### src/logic/vbmi_pkg.sv
/*
  package for the vpw bus mux interface: register map, field positions,
  symbol times and the derived cycle counts.
  assumes a 125 MHz system clock and an apb register bus.
*/
package vbmi_pkg;
  // ------------------------------------------------------------
  // clock and symbol times
  // ------------------------------------------------------------
  localparam int CLK_MHZ = 125;
  localparam int T_SHORT_US = 64;
  localparam int T_LONG_US = 128;
  localparam int T_SOF_US = 200;
  localparam int T_EOD_US = 200;
  localparam int T_EOF_US = 280;
  localparam int T_IFS_US = 20;
  localparam int T_IDLE_US = 300;
  localparam int T_BRK_US = 240;
  localparam int C_SHORT = T_SHORT_US * CLK_MHZ;
  localparam int C_LONG = T_LONG_US * CLK_MHZ;
  localparam int C_SOF = T_SOF_US * CLK_MHZ;
  localparam int C_EOD = T_EOD_US * CLK_MHZ;
  localparam int C_EOF = T_EOF_US * CLK_MHZ;
  localparam int C_IDLE = (T_EOF_US + T_IFS_US) * CLK_MHZ;
  localparam int C_BRK = T_BRK_US * CLK_MHZ;
  // receive decision thresholds, midway between nominal times, except bit minimum at half the short time
  localparam int C_BIT_MIN = (T_SHORT_US / 2) * CLK_MHZ;
  localparam int C_BIT_MID = ((T_SHORT_US + T_LONG_US) / 2) * CLK_MHZ;
  localparam int C_SOF_MIN = ((T_LONG_US + T_SOF_US) / 2) * CLK_MHZ;
  localparam int C_EOD_MIN = ((T_LONG_US + T_EOD_US) / 2) * CLK_MHZ;
  localparam int CNT_W = 16;

  // ------------------------------------------------------------
  // filter
  // ------------------------------------------------------------
  localparam logic [3:0] FILT_MAX = 4'hF;
  localparam logic [3:0] FILT_MIN = 4'h0;

  // ------------------------------------------------------------
  // crc
  // ------------------------------------------------------------
  localparam logic [7:0] CRC_POLY = 8'h1D;
  localparam logic [7:0] CRC_PRESET = 8'hFF;
  localparam logic [7:0] CRC_GOOD = 8'hC4;
  localparam int MAX_BYTES = 12;

  // ------------------------------------------------------------
  // register map (byte addresses)
  // ------------------------------------------------------------
  localparam logic [7:0] ADDR_CTRL = 8'h00;
  localparam logic [7:0] ADDR_STATUS = 8'h04;
  localparam logic [7:0] ADDR_TXDATA = 8'h08;
  localparam logic [7:0] ADDR_RXDATA = 8'h0C;
  // control register fields
  localparam int CTL_FAST_RX = 0;
  localparam int CTL_TX_EOD = 1;
  // status fields, bits 0 to 4 held in state_vector_reg (write one to clear)
  localparam int ST_RX_BYTE = 0;
  localparam int ST_CRC_ERR = 1;
  localparam int ST_INV_SYM = 2;
  localparam int ST_EOF = 3;
  localparam int ST_TX_ERR = 4;
  localparam int ST_IDLE = 5;
  localparam int ST_TX_BUSY = 6;
  localparam int ST_TX_EMPTY = 7;
  localparam int ST_W = 8;

  typedef struct packed {
    logic rx_byte;
    logic crc_err;
    logic inv_sym;
    logic eof;
    logic tx_err;
  } vbmi_evt_t;

  function automatic logic [7:0] vbmi_crc_bit(input logic [7:0] crc, input logic b);
    vbmi_crc_bit = {crc[6:0], 1'b0} ^ ((crc[7] ^ b) ? CRC_POLY : 8'h00);
  endfunction
endpackage

### src/logic/vbmi_top.sv
/*
  vpw bus mux interface: receive noise filter, vpw symbol decode and
  encode, crc generation and check, break and idle detection, apb slave.
  assumes raw_rx_input is synchronous to clk_i and an off-chip
  transceiver inverts nothing (high on raw pins means active bus).
*/
// Operation
// - sample raw input each edge, apply counter update one step later
// - filter counter counts up on high, down on low, bounded 0..15
// - at 15 set filtered latch, counter may only decrement
// - at 0 clear filtered latch, counter may only increment
// - filtered level only changes at the opposite end point
// - clean edge shows at filtered output after 15 to 16 periods; rx_filtered_o adds one more register, so 16 to 17
// - frame at most 12 bytes, each byte sent msb first
// - frame starts with 200 us active sof, not in crc
// - sent frame has at least one data byte then crc
// - crc polynomial x8+x4+x3+x2+1, preset all ones, serial per byte
// - append inverted remainder as crc byte, msb first
// - receive crc remainder not c4 sets crc error flag
// - 200 us passive end of data raises no flag
// - 280 us passive is end of frame, raises eof flag
// - wait 20 us more, 300 us passive total, before new sof
// - waiting for separation, early rising edge resynchronizes timing
// - never send break; break while sending is tx error and stop
// - break during reception sets invalid symbol, drops frame
// - break in fast receive mode also clears fast receive enable
// - passive beyond 300 us is idle, transmit may start at once
// - bits alternate levels, one transition, 64 or 128 us
// - first bit of every byte is passive
// - zero is passive 64 us or active 128 us
// - one is passive 128 us or active 64 us
module vbmi_top (
  input wire logic clk_i,
  input wire logic rst_i,
  input wire logic psel,
  input wire logic penable,
  input wire logic pwrite,
  input wire logic [7:0] paddr,
  input wire logic [31:0] pwdata,
  output logic [31:0] prdata,
  output logic pready,
  output logic pslverr,
  input wire logic raw_rx_input,
  output logic raw_tx_output,
  output logic rx_filtered_o
);
  // ------------------------------------------------------------
  // receive filter
  // ------------------------------------------------------------
  logic samp_reg;
  logic [3:0] filt_reg;
  logic filt_q_reg;
  logic prev_filt_reg;
  logic [3:0] filt_next;
  wire rise = filt_q_reg & ~prev_filt_reg;
  wire fall = ~filt_q_reg & prev_filt_reg;
  wire edge_seen = rise | fall;

  // sample stage then counter stage, one clock apart
  wire [3:0] filt_up = (filt_reg == vbmi_pkg::FILT_MAX) ? filt_reg : filt_reg + 4'h1;
  wire [3:0] filt_dn = (filt_reg == vbmi_pkg::FILT_MIN) ? filt_reg : filt_reg - 4'h1;
  assign filt_next = samp_reg ? filt_up : filt_dn;

  always_ff @(posedge clk_i) begin
    if (rst_i) begin
      samp_reg <= 1'b0;
      filt_reg <= 4'h0;
      filt_q_reg <= 1'b0;
      prev_filt_reg <= 1'b0;
    end else begin
      samp_reg <= raw_rx_input;
      filt_reg <= filt_next;
      if (filt_next == vbmi_pkg::FILT_MAX) filt_q_reg <= 1'b1;
      else if (filt_next == vbmi_pkg::FILT_MIN) filt_q_reg <= 1'b0;
      prev_filt_reg <= filt_q_reg;
    end
  end

  // ------------------------------------------------------------
  // symbol timer on filtered level
  // ------------------------------------------------------------
  logic [vbmi_pkg::CNT_W-1:0] run_reg;
  logic eod_seen_reg;
  logic eof_seen_reg;
  logic idle_reg;
  wire [vbmi_pkg::CNT_W-1:0] run_sat = (run_reg == {vbmi_pkg::CNT_W{1'b1}}) ? run_reg
                                       : run_reg + 16'h0001;
  wire passive_eod = ~filt_q_reg && run_reg == 16'(vbmi_pkg::C_EOD_MIN);
  wire passive_eof = ~filt_q_reg && run_reg == 16'(vbmi_pkg::C_EOF);
  wire passive_idle = ~filt_q_reg && run_reg == 16'(vbmi_pkg::C_IDLE);
  wire brk_now = filt_q_reg && run_reg == 16'(vbmi_pkg::C_BRK);

  // ------------------------------------------------------------
  // receive decode
  // ------------------------------------------------------------
  logic rx_act_reg;
  logic [7:0] rx_sh_reg;
  logic [2:0] rx_bit_reg;
  logic [7:0] rx_crc_reg;
  logic [7:0] rx_data_reg;
  logic fast_rx_enable;
  logic tx_eod_req_reg;
  logic [vbmi_pkg::ST_W-1:0] state_vector_reg;
  vbmi_pkg::vbmi_evt_t evt;
  // symbol ended at this edge: level that ended is prev_filt_reg
  wire ended_active = fall;
  wire len_long = run_reg >= 16'(vbmi_pkg::C_BIT_MID);
  wire len_valid = run_reg >= 16'(vbmi_pkg::C_BIT_MIN);
  wire is_sof = ended_active && run_reg >= 16'(vbmi_pkg::C_SOF_MIN) && run_reg < 16'(vbmi_pkg::C_BRK);
  wire is_brk_end = ended_active && run_reg >= 16'(vbmi_pkg::C_BRK);
  wire is_data = rx_act_reg && edge_seen && len_valid && run_reg < 16'(vbmi_pkg::C_SOF_MIN)
                 && !(rise && run_reg >= 16'(vbmi_pkg::C_EOD_MIN));
  // active long or passive short is zero
  wire rx_bit = ended_active ? ~len_long : len_long;
  wire bad_sym = rx_act_reg && edge_seen && !len_valid;
  wire [7:0] crc_upd = vbmi_pkg::vbmi_crc_bit(rx_crc_reg, rx_bit);

  always_ff @(posedge clk_i) begin
    if (rst_i) begin
      run_reg <= '0;
      eod_seen_reg <= 1'b0;
      eof_seen_reg <= 1'b0;
      idle_reg <= 1'b0;
      rx_act_reg <= 1'b0;
      rx_sh_reg <= 8'h00;
      rx_bit_reg <= 3'h0;
      rx_crc_reg <= vbmi_pkg::CRC_PRESET;
      rx_data_reg <= 8'h00;
    end else begin
      run_reg <= edge_seen ? 16'h0001 : run_sat;
      if (edge_seen) idle_reg <= 1'b0;
      else if (passive_idle) idle_reg <= 1'b1;
      if (is_sof) begin
        rx_act_reg <= 1'b1;
        rx_bit_reg <= 3'h0;
        rx_crc_reg <= vbmi_pkg::CRC_PRESET;
        eod_seen_reg <= 1'b0;
        eof_seen_reg <= 1'b0;
      end else if (brk_now || bad_sym) begin
        rx_act_reg <= 1'b0;
      end else if (is_data) begin
        rx_sh_reg <= {rx_sh_reg[6:0], rx_bit};
        rx_bit_reg <= rx_bit_reg + 3'h1;
        rx_crc_reg <= crc_upd;
        if (rx_bit_reg == 3'h7) rx_data_reg <= {rx_sh_reg[6:0], rx_bit};
      end
      if (passive_eod) eod_seen_reg <= 1'b1;
      if (passive_eof) begin
        eof_seen_reg <= 1'b1;
        rx_act_reg <= 1'b0;
      end
    end
  end

  // ------------------------------------------------------------
  // transmit encode
  // ------------------------------------------------------------
  typedef enum logic [2:0] {TX_IDLE, TX_WAIT, TX_SOF, TX_BIT, TX_EOD} vbmi_tx_t;
  vbmi_tx_t tx_state_reg;
  logic [7:0] tx_buf_reg;
  logic tx_full_reg;
  logic [7:0] tx_sh_reg;
  logic [2:0] tx_bit_reg;
  logic tx_crc_phase_reg;
  logic [3:0] tx_cnt_reg;
  logic [7:0] tx_crc_reg;
  logic [vbmi_pkg::CNT_W-1:0] tx_tmr_reg;
  logic tx_lvl_reg;
  logic tx_err_evt;
  wire tx_bit = tx_sh_reg[7];
  // length from level and value
  wire [vbmi_pkg::CNT_W-1:0] tx_len = (tx_lvl_reg ^ tx_bit) ? 16'(vbmi_pkg::C_LONG)
                                                            : 16'(vbmi_pkg::C_SHORT);
  wire tx_done = tx_tmr_reg == 16'h0001;
  wire last_bit = tx_bit_reg == 3'h7;
  // next byte after this one: buffered data or the crc byte
  wire [7:0] crc_byte = ~vbmi_pkg::vbmi_crc_bit(tx_crc_reg, tx_bit);
  wire more_data = !tx_crc_phase_reg && tx_full_reg && !tx_eod_req_reg
                   && tx_cnt_reg < 4'(vbmi_pkg::MAX_BYTES - 2);
  wire next_msb = more_data ? tx_buf_reg[7] : crc_byte[7];
  wire wr_hit = psel && penable && pwrite;
  wire wr_tx = wr_hit && paddr == vbmi_pkg::ADDR_TXDATA;
  wire bus_free = idle_reg || (eof_seen_reg && ~filt_q_reg && run_reg >= 16'(vbmi_pkg::C_IDLE));

  always_ff @(posedge clk_i) begin
    if (rst_i) begin
      tx_state_reg <= TX_IDLE;
      tx_buf_reg <= 8'h00;
      tx_full_reg <= 1'b0;
      tx_sh_reg <= 8'h00;
      tx_bit_reg <= 3'h0;
      tx_crc_phase_reg <= 1'b0;
      tx_cnt_reg <= 4'h0;
      tx_crc_reg <= vbmi_pkg::CRC_PRESET;
      tx_tmr_reg <= '0;
      tx_lvl_reg <= 1'b0;
      raw_tx_output <= 1'b0;
      tx_err_evt <= 1'b0;
    end else begin
      tx_err_evt <= 1'b0;
      if (wr_tx && !tx_full_reg) begin
        tx_buf_reg <= pwdata[7:0];
        tx_full_reg <= 1'b1;
      end
      if (tx_state_reg != TX_IDLE && tx_state_reg != TX_WAIT && brk_now) begin
        tx_state_reg <= TX_IDLE;
        raw_tx_output <= 1'b0;
        tx_err_evt <= 1'b1;
        tx_full_reg <= 1'b0;
      end else begin
        if (tx_tmr_reg != 16'h0000) tx_tmr_reg <= tx_tmr_reg - 16'h0001;
        unique case (tx_state_reg)
          TX_IDLE: if (tx_full_reg) tx_state_reg <= TX_WAIT;
          TX_WAIT: begin
            // early rising edge during separation restarts timing
            if (bus_free || (eof_seen_reg && rise)) begin
              tx_state_reg <= TX_SOF;
              raw_tx_output <= 1'b1;
              tx_tmr_reg <= rise ? 16'(vbmi_pkg::C_SOF - 1) : 16'(vbmi_pkg::C_SOF);
              tx_crc_reg <= vbmi_pkg::CRC_PRESET;
              tx_cnt_reg <= 4'h0;
            end
          end
          TX_SOF: if (tx_done) begin
            tx_sh_reg <= tx_buf_reg;
            tx_full_reg <= 1'b0;
            tx_crc_phase_reg <= 1'b0;
            tx_bit_reg <= 3'h0;
            tx_lvl_reg <= 1'b0;
            raw_tx_output <= 1'b0;
            tx_state_reg <= TX_BIT;
            tx_tmr_reg <= tx_buf_reg[7] ? 16'(vbmi_pkg::C_LONG) : 16'(vbmi_pkg::C_SHORT);
          end
          TX_BIT: if (tx_done) begin
            if (!tx_crc_phase_reg) tx_crc_reg <= vbmi_pkg::vbmi_crc_bit(tx_crc_reg, tx_bit);
            tx_sh_reg <= {tx_sh_reg[6:0], 1'b0};
            tx_bit_reg <= tx_bit_reg + 3'h1;
            if (last_bit) begin
              if (!tx_crc_phase_reg) tx_cnt_reg <= tx_cnt_reg + 4'h1;
              if (more_data) begin
                tx_sh_reg <= tx_buf_reg;
                tx_full_reg <= 1'b0;
              end else if (!tx_crc_phase_reg) begin
                tx_sh_reg <= crc_byte;
                tx_crc_phase_reg <= 1'b1;
              end else begin
                tx_state_reg <= TX_EOD;
              end
            end
            tx_lvl_reg <= ~tx_lvl_reg;
            raw_tx_output <= ~tx_lvl_reg;
          end
          TX_EOD: begin
            raw_tx_output <= 1'b0;
            tx_state_reg <= TX_IDLE;
          end
          default: tx_state_reg <= TX_IDLE;
        endcase
        // reload bit timer on each new bit, level already toggled
        if (tx_state_reg == TX_BIT && tx_done && !(last_bit && tx_crc_phase_reg)) begin
          tx_tmr_reg <= ((~tx_lvl_reg) ^ (last_bit ? 1'b0 : tx_sh_reg[6]))
                        ? 16'(vbmi_pkg::C_LONG) : 16'(vbmi_pkg::C_SHORT);
          // first bit of a byte is passive, its length follows its value
          if (last_bit) begin
            tx_tmr_reg <= next_msb ? 16'(vbmi_pkg::C_LONG) : 16'(vbmi_pkg::C_SHORT);
          end
        end
      end
    end
  end

  // ------------------------------------------------------------
  // apb slave and status
  // ------------------------------------------------------------
  wire wr_ctl = wr_hit && paddr == vbmi_pkg::ADDR_CTRL;
  wire wr_st = wr_hit && paddr == vbmi_pkg::ADDR_STATUS;
  wire rx_byte_done = is_data && rx_bit_reg == 3'h7;
  wire rx_crc_bad = rx_act_reg && passive_eod && rx_crc_reg != vbmi_pkg::CRC_GOOD;
  wire mapped = paddr == vbmi_pkg::ADDR_CTRL || paddr == vbmi_pkg::ADDR_STATUS
                || paddr == vbmi_pkg::ADDR_TXDATA || paddr == vbmi_pkg::ADDR_RXDATA;
  wire rx_brk = brk_now && rx_act_reg;
  logic [31:0] rd_mux;
  assign evt = '{rx_byte: rx_byte_done, crc_err: rx_crc_bad, inv_sym: rx_brk || bad_sym,
                 eof: passive_eof, tx_err: tx_err_evt};
  assign rd_mux = (paddr == vbmi_pkg::ADDR_CTRL) ? {30'h0, tx_eod_req_reg, fast_rx_enable} :
                  (paddr == vbmi_pkg::ADDR_STATUS) ? {24'h0, ~tx_full_reg,
                    tx_state_reg != TX_IDLE, idle_reg, state_vector_reg[4:0]} :
                  (paddr == vbmi_pkg::ADDR_TXDATA) ? {24'h0, tx_buf_reg} :
                  (paddr == vbmi_pkg::ADDR_RXDATA) ? {24'h0, rx_data_reg} : 32'h0000_0000;

  always_ff @(posedge clk_i) begin
    if (rst_i) begin
      fast_rx_enable <= 1'b0;
      tx_eod_req_reg <= 1'b0;
      state_vector_reg <= '0;
      prdata <= 32'h0000_0000;
      pready <= 1'b0;
      pslverr <= 1'b0;
      rx_filtered_o <= 1'b0;
    end else begin
      rx_filtered_o <= filt_q_reg;
      pready <= psel && !penable;
      pslverr <= psel && !penable && !mapped;
      if (psel && !penable) prdata <= rd_mux;
      if (wr_ctl) begin
        fast_rx_enable <= pwdata[vbmi_pkg::CTL_FAST_RX];
        tx_eod_req_reg <= pwdata[vbmi_pkg::CTL_TX_EOD];
      end
      if (rx_brk && fast_rx_enable) fast_rx_enable <= 1'b0;
      if (tx_state_reg == TX_EOD) tx_eod_req_reg <= 1'b0;
      // write one clears, a same-cycle event wins
      state_vector_reg[4:0] <= (state_vector_reg[4:0] & ~(wr_st ? pwdata[4:0] : 5'h00))
                               | {evt.tx_err, evt.eof, evt.inv_sym, evt.crc_err, evt.rx_byte};
      state_vector_reg[7:5] <= 3'h0;
    end
  end
endmodule // vbmi_top

### config.mk
export PLATFORM = sky130hd
export DESIGN_NAME = vbmi_top
export DESIGN_NICKNAME = d
export VERILOG_FILES = /design/src/logic/vbmi_pkg.sv /design/src/logic/vbmi_top.sv
export SDC_FILE = /design/constraint.sdc
export NUM_CORES = 1
export LEC_CHECK = 0
export ABC_AREA = 1
export BUFFER_PORTS_ARGS = -buffer_cell sky130_fd_sc_hd__buf_4
export CAP_MARGIN = 5
export CORE_ASPECT_RATIO = 0.8
export CORE_MARGIN = 1.5
export CORE_UTILIZATION = 63
export DETAILED_ROUTE_END_ITERATION = 12
export HOLD_SLACK_MARGIN = 0.15
export PLACE_DENSITY = 0.85
export SYNTH_ARGS = -nofsm -noshare
export SYNTH_HDL_FRONTEND = slang
export SYNTH_SLANG_ARGS = --single-unit
export TNS_END_PERCENT = 20
### constraint.sdc
create_clock -name clk_i -period 2.4 [get_ports clk_i]
set_input_delay 0.12 -clock clk_i [delete_from_list [all_inputs] [get_ports clk_i]]
set_output_delay 0.12 -clock clk_i [all_outputs]
set_load 0.05 [all_outputs]
Word-level counts from Yosys, hierarchy flattened
Index checks and enable logic that the tools add are counted.
{"block": "classes", "magnitude_cmp": 7, "bitwise": 20, "eq_ne": 28, "reduce_logical": 78, "n_addsub": 7, "mux": 73}
{"cell": "$mux W8", "n": 12}
{"cell": "$mux W16", "n": 4}
{"cell": "$mux W14", "n": 4}
{"cell": "$eq A16 B16 Y1 const B", "n": 3}
{"cell": "$logic_and A1 B1 Y1", "n": 36}
{"cell": "$eq A16 B15 Y1 const B", "n": 2}
{"cell": "$lt A16 B15 Y1 const B", "n": 2}
{"cell": "$mux W4", "n": 8}
{"cell": "$pmux W16 S2", "n": 1}
{"cell": "$pmux W8 S2", "n": 2}
{"cell": "$mux W3", "n": 9}
{"cell": "$mux W1", "n": 23}
{"cell": "$ne A2 B2 Y1 const B", "n": 9}
{"cell": "$add A16 B1 Y16 const B", "n": 1}
{"cell": "$eq A16 B1 Y1 const B", "n": 1}
{"cell": "$eq A8 B4 Y1 const B", "n": 2}
{"cell": "$ge A16 B12 Y1 const B", "n": 1}
{"cell": "$ge A16 B14 Y1 const B", "n": 1}
{"cell": "$ge A16 B15 Y1 const B", "n": 1}
{"cell": "$ge A16 B16 Y1 const B", "n": 1}
{"cell": "$reduce_bool A16 Y1", "n": 1}
{"cell": "$sub A16 B1 Y16 const B", "n": 1}
{"cell": "$xor A8 B5 Y8", "n": 2}
{"cell": "$mux W5", "n": 3}
{"cell": "other kinds (39)", "n": 83}
{"block": "word_totals", "ff_bits": 148, "input_bits": 46, "out_inout_bits": 36, "wordCells": 244}

Depth between registers and ports, before layout
{"block": "depth", "ltp_word": 9, "depth_mapped": 15, "depth_no_buf": 15}

Least setup slack after synthesis
OpenSTA, ideal clock, no wires.
{"block": "synth_timing", "kind": "reg-to-reg", "from": "register, netlist name rx_filtered_o", "to": "register rx_crc_reg[3]", "slack_ns": 0.474, "setup_ns": 0.115, "path_buffers": 2, "path_stages_with_launch": 11, "t_arrival_ns": 1.812, "cell_sequence": "dfxtp_1 inv_1 ha_1 inv_1 nand3_2 nor2_2 buf_6 inv_4 buf_6 a21oi_1 nand2_1"}
{"item": "end signal, assigned", "line_no": "vbmi_top.sv:127", "text": "rx_crc_reg <= vbmi_pkg::CRC_PRESET;"}
{"item": "end signal, assigned", "line_no": "vbmi_top.sv:136", "text": "rx_crc_reg <= vbmi_pkg::CRC_PRESET;"}
{"item": "end signal, assigned", "line_no": "vbmi_top.sv:144", "text": "rx_crc_reg <= crc_upd;"}
{"item": "end, declared", "line_no": "vbmi_top.sv:99", "text": "logic [7:0] rx_crc_reg;"}

Worst setup path in the final report
{"block": "layout_timing", "from": "register run_reg[14] (netlist bit)", "to": "register tx_tmr_reg[2] (netlist bit)"}
{"block": "layout_between", "elab_chain_cells": 7, "word_cells_on_any_way": 10}
{"item": "start, declared", "line_no": "vbmi_top.sv:82", "text": "logic [vbmi_pkg::CNT_W-1:0] run_reg;"}
{"item": "start signal, assigned", "line_no": "vbmi_top.sv:130", "text": "run_reg <= edge_seen ? 16'h0001 : run_sat;"}
{"item": "$ge A16 B16 Y1", "line_no": "vbmi_top.sv:183", "text": "wire bus_free = idle_reg || (eof_seen_reg && ~filt_q_reg && run_reg >= 16'(vbmi_pkg::C_IDLE));"}
{"item": "$logic_and A1 B1 Y1", "line_no": "vbmi_top.sv:183"}
{"item": "$logic_or A1 B1 Y1", "line_no": "vbmi_top.sv:183"}
{"item": "$logic_or A1 B1 Y1", "line_no": "vbmi_top.sv:216", "text": "if (bus_free || (eof_seen_reg && rise)) begin"}
{"item": "$mux W16", "line_no": "vbmi_top.sv:216"}
{"item": "$pmux W16 S2", "line_no": "vbmi_top.sv:212", "text": "unique case (tx_state_reg)"}
{"item": "$mux W16", "line_no": "vbmi_top.sv:260", "text": "if (tx_state_reg == TX_BIT && tx_done && !(last_bit && tx_crc_phase_reg)) begin"}
{"item": "end signal, assigned", "line_no": "vbmi_top.sv:211", "text": "if (tx_tmr_reg != 16'h0000) tx_tmr_reg <= tx_tmr_reg - 16'h0001;"}
{"item": "end signal, assigned", "line_no": "vbmi_top.sv:219", "text": "tx_tmr_reg <= rise ? 16'(vbmi_pkg::C_SOF - 1) : 16'(vbmi_pkg::C_SOF);"}
{"item": "end signal, assigned", "line_no": "vbmi_top.sv:261", "text": "tx_tmr_reg <= ((~tx_lvl_reg) ^ (last_bit ? 1'b0 : tx_sh_reg[6]))"}
{"item": "end, declared", "line_no": "vbmi_top.sv:167", "text": "logic [vbmi_pkg::CNT_W-1:0] tx_tmr_reg;"}
Parallel ways exist; a longest one is shown, timed or not.
A chain may end at the register's enable or synchronous reset.

==> results.yml <==
status:
  status: "complete, no violations"
cts:
  clockBufferDepth: 2
  tritoncts: "built"
  path_clk_slew_ns: 0.06
  cts_sinks: 124
  cts_made_buffers: 17
  cts_resized: 0
  cts_max_level: 4
  worstSkewPairLatency_ns: 0.43
  clockRootBuffer: "clkbuf_16"
critical_path:
  arrival_ns: 2.53
  cp_max_fo: 9
  crit_required_ns: 2.77
  cp-start-kind: "flop"
  end_kind: "flop"
  crit_type: "flop to flop"
synthesis:
  synth_edf_count: 0
  synth_xor_xnor_area_share_pct: 2.69
  yosysTopAreaCellShare_pct: 36.3
  syn_inst: 1013
  synthAdderAreaFrac_pct: 2.56
  synth_compound_area_share_pct: 14.5
  syn_area_per_cell_um2: 6.76
  synth_top_family_by_area: "simple AND/OR/NAND/NOR gates"
  async_flop_share_pct: 0
  ys_ff_latch: 124
  ys_types: 41
  yosysSeqAreaShare_pct: 36.3
  yosys.area.top_type: "dfxtp_1"
  yosys_warnings: 0
  synth_common_cells: "nand2_1 (249), dfxtp_1 (124), inv_1 (102)"
  synth_simple_gate_area_share_pct: 33.4
  synthesis.area_um2: 6850
  synthMuxAreaShare_pct: 0
  ys.flop_type: "dfxtp_1"
  ys_top_cells_by_area: "dfxtp_1 (36%), nand2_1 (14%), nand3_1 (7.0%)"
  synthMostInstantiatedCell: "nand2_1"
detailed_routing:
  drc: 0
  vias: 6972
  first_iter_violations: 847
  drt-pass1-iter-count: 8
  drt-total-wl_mm: 17.8
  wl_per_cell_um: 14.6
  postRouteAntennaNets: 0
  vias_per_cell: 5.72
timing:
  max_slew_margin_pct: 59.8
  fmax_mhz: 462
  finalMaxSlewViolations: 0
  hold_viol: 0
  rsz0062_at_grt: "false"
  post-route-period-util_pct: 90.2
  min_period_ns: 2.16
  tns_ns: 0
  tightest_slew_ns: 0.600
  setup_viol: 0
  fin_skew_ns: 0.00973
job:
  cap_viol_max_count: 0
grt:
  grt_pass1_vias: 6344
  gr-total-overflow: 0
  antenna_found_initial: 0
  track_usage_pct: 32.0
  grt_max_degree: 45
  grt_pass1_wl_mm: 29.4
die:
  core_um2: 10400
  dieArea_um2: 11500
  ioPinCount: 82
  start_util_pct: 65.8
  die_x_um: 120
  rows: 33
  die_y_um: 96.2
finish:
  drive_gt1_share_pct: 10.4
  num_antenna_cells: 0
  nFillCells: 795
  multiInputGateArea_um2: 3730
  nNetsFinal: 1126
  ff_latch_area_um2: 2480
  synthToLayoutAreaGrowth_pct: 15.3
pwr:
  p_per_area_nw_per_um2: 981
  leakage_nw: 3.49
  power_mw: 7.74
  max-vdd-ir-drop_mv: 0.832
placement:
  post-dp-hpwl_mm: 12.3
  gp_congestion: 0.947
  io_buffers: 33
hold_path:
  hold_path.class: "primary input to flop"
## critical path: stages (launching register included)
cell      delay, ns
dfxtp_1        0.42
inv_2          0.09
nor2_1         0.23
nand2_1        0.18
nor2_1         0.17
nand2_1        0.14
inv_2          0.14
nand3_1        0.26
clkinv_1       0.29
nand2_1        0.10
nand2_1        0.09
## kinds of logic (layout without fill, tap and decap cells)
group           count (synthesis)  in the layout
other cells                     1             24
fa+ha+maj                      14             14
compound gates                183            183
buf+inv                       158            201
flops                         124            124
simple gates                  512            512
xor+xnor                       21             21
## power breakdown
group / switching [mW] / internal (mW) / total, mW
clock: 1.04 / 1.68 / 2.73
sequential: 0.235 / 2.30 / 2.54
combinational: 1.63 / 0.852 / 2.48
total: 2.91 / 4.84 / 7.74
## cells in the final DEF, fill, tap and decap left out, drive strengths merged
master and n:
nor2 98, o31ai 2, nand3b 7, o22ai 5
inv 114, buf 44, clkinvlp 2, nand4 23
xnor2 3, xor2 18, nand2 256, a21oi 83
ha 14, nor3 19, nor3b 1, conb 24
dfxtp 124, a31oi 5, o32ai 1, o21ai 67
bufinv 3, or2 4, clkinv 9, a211oi 6
nand3 99, nor4 5, dlygate4sd3 11, o211ai 14
clkbuf 18
## path summary, 6_finish.rpt
| check | cells after the start | startpoint | to | slack (ns) |
|---|---|---|---|---|
| max | 10 | run_reg[14] | tx_tmr_reg[2] | 0.24 |
| min | 5 | paddr[3] | prdata[0] | 0.17 |
| max reg2reg | 10 | run_reg[14] | tx_tmr_reg[2] | 0.24 |
| min reg2reg | 2 | rx_data_reg[1] | rx_data_reg[1] | 0.46 |
## cell type report
type | instances | area share (%)
clock buffer | 18 | 5.56
clock inverter | 14 | 2.36
inverter | 114 | 5.45
tap | 140 | 2.22
timing repair buffer | 55 | 5.74
sequential | 124 | 31.4
multi-input combinational | 754 | 47.2
## stage by stage
| stage | instances | util, % | setup WS (ns) | hold slack [ns] | area (um^2) |
|---|---|---|---|---|---|
| 6_report | 1219 | 75.9 | 0.235 | 0.170 | 7890 |
| 5_1_grt | 1219 | 75.9 | 0.0559 | 0.237 | 7890 |
| 4_1_cts | 1219 | 75.9 | 0.276 | 0.167 | 7890 |
| 3_5_place_dp | 1176 | 68.8 | 0.299 | 0.343 | 7160 |
| 3_3_place_gp | 1176 | 68.8 | 0.384 | 0.324 | 7160 |
| 2_1_floorplan | 1036 | - | 0.474 | 0.227 | 6930 |
## layer usage
metal | wire length (um) | vias up | GRT usage, %
li1 | - | 3416 | -
met1 | 7810 | 3200 | 40.5
met2 | 8270 | 312 | 54.3
met3 | 1330 | 44 | 6.69
met4 | 360 | 0 | 11.8
met5 | 0 | - | 0
## what timing repair did
item	4_1_cts	5_1_grt
hold buffers	11	0
endpoints found under the hold margin	26	0
buffers inserted	0	0
Note: power is estimated with default switching activity, not from simulation.
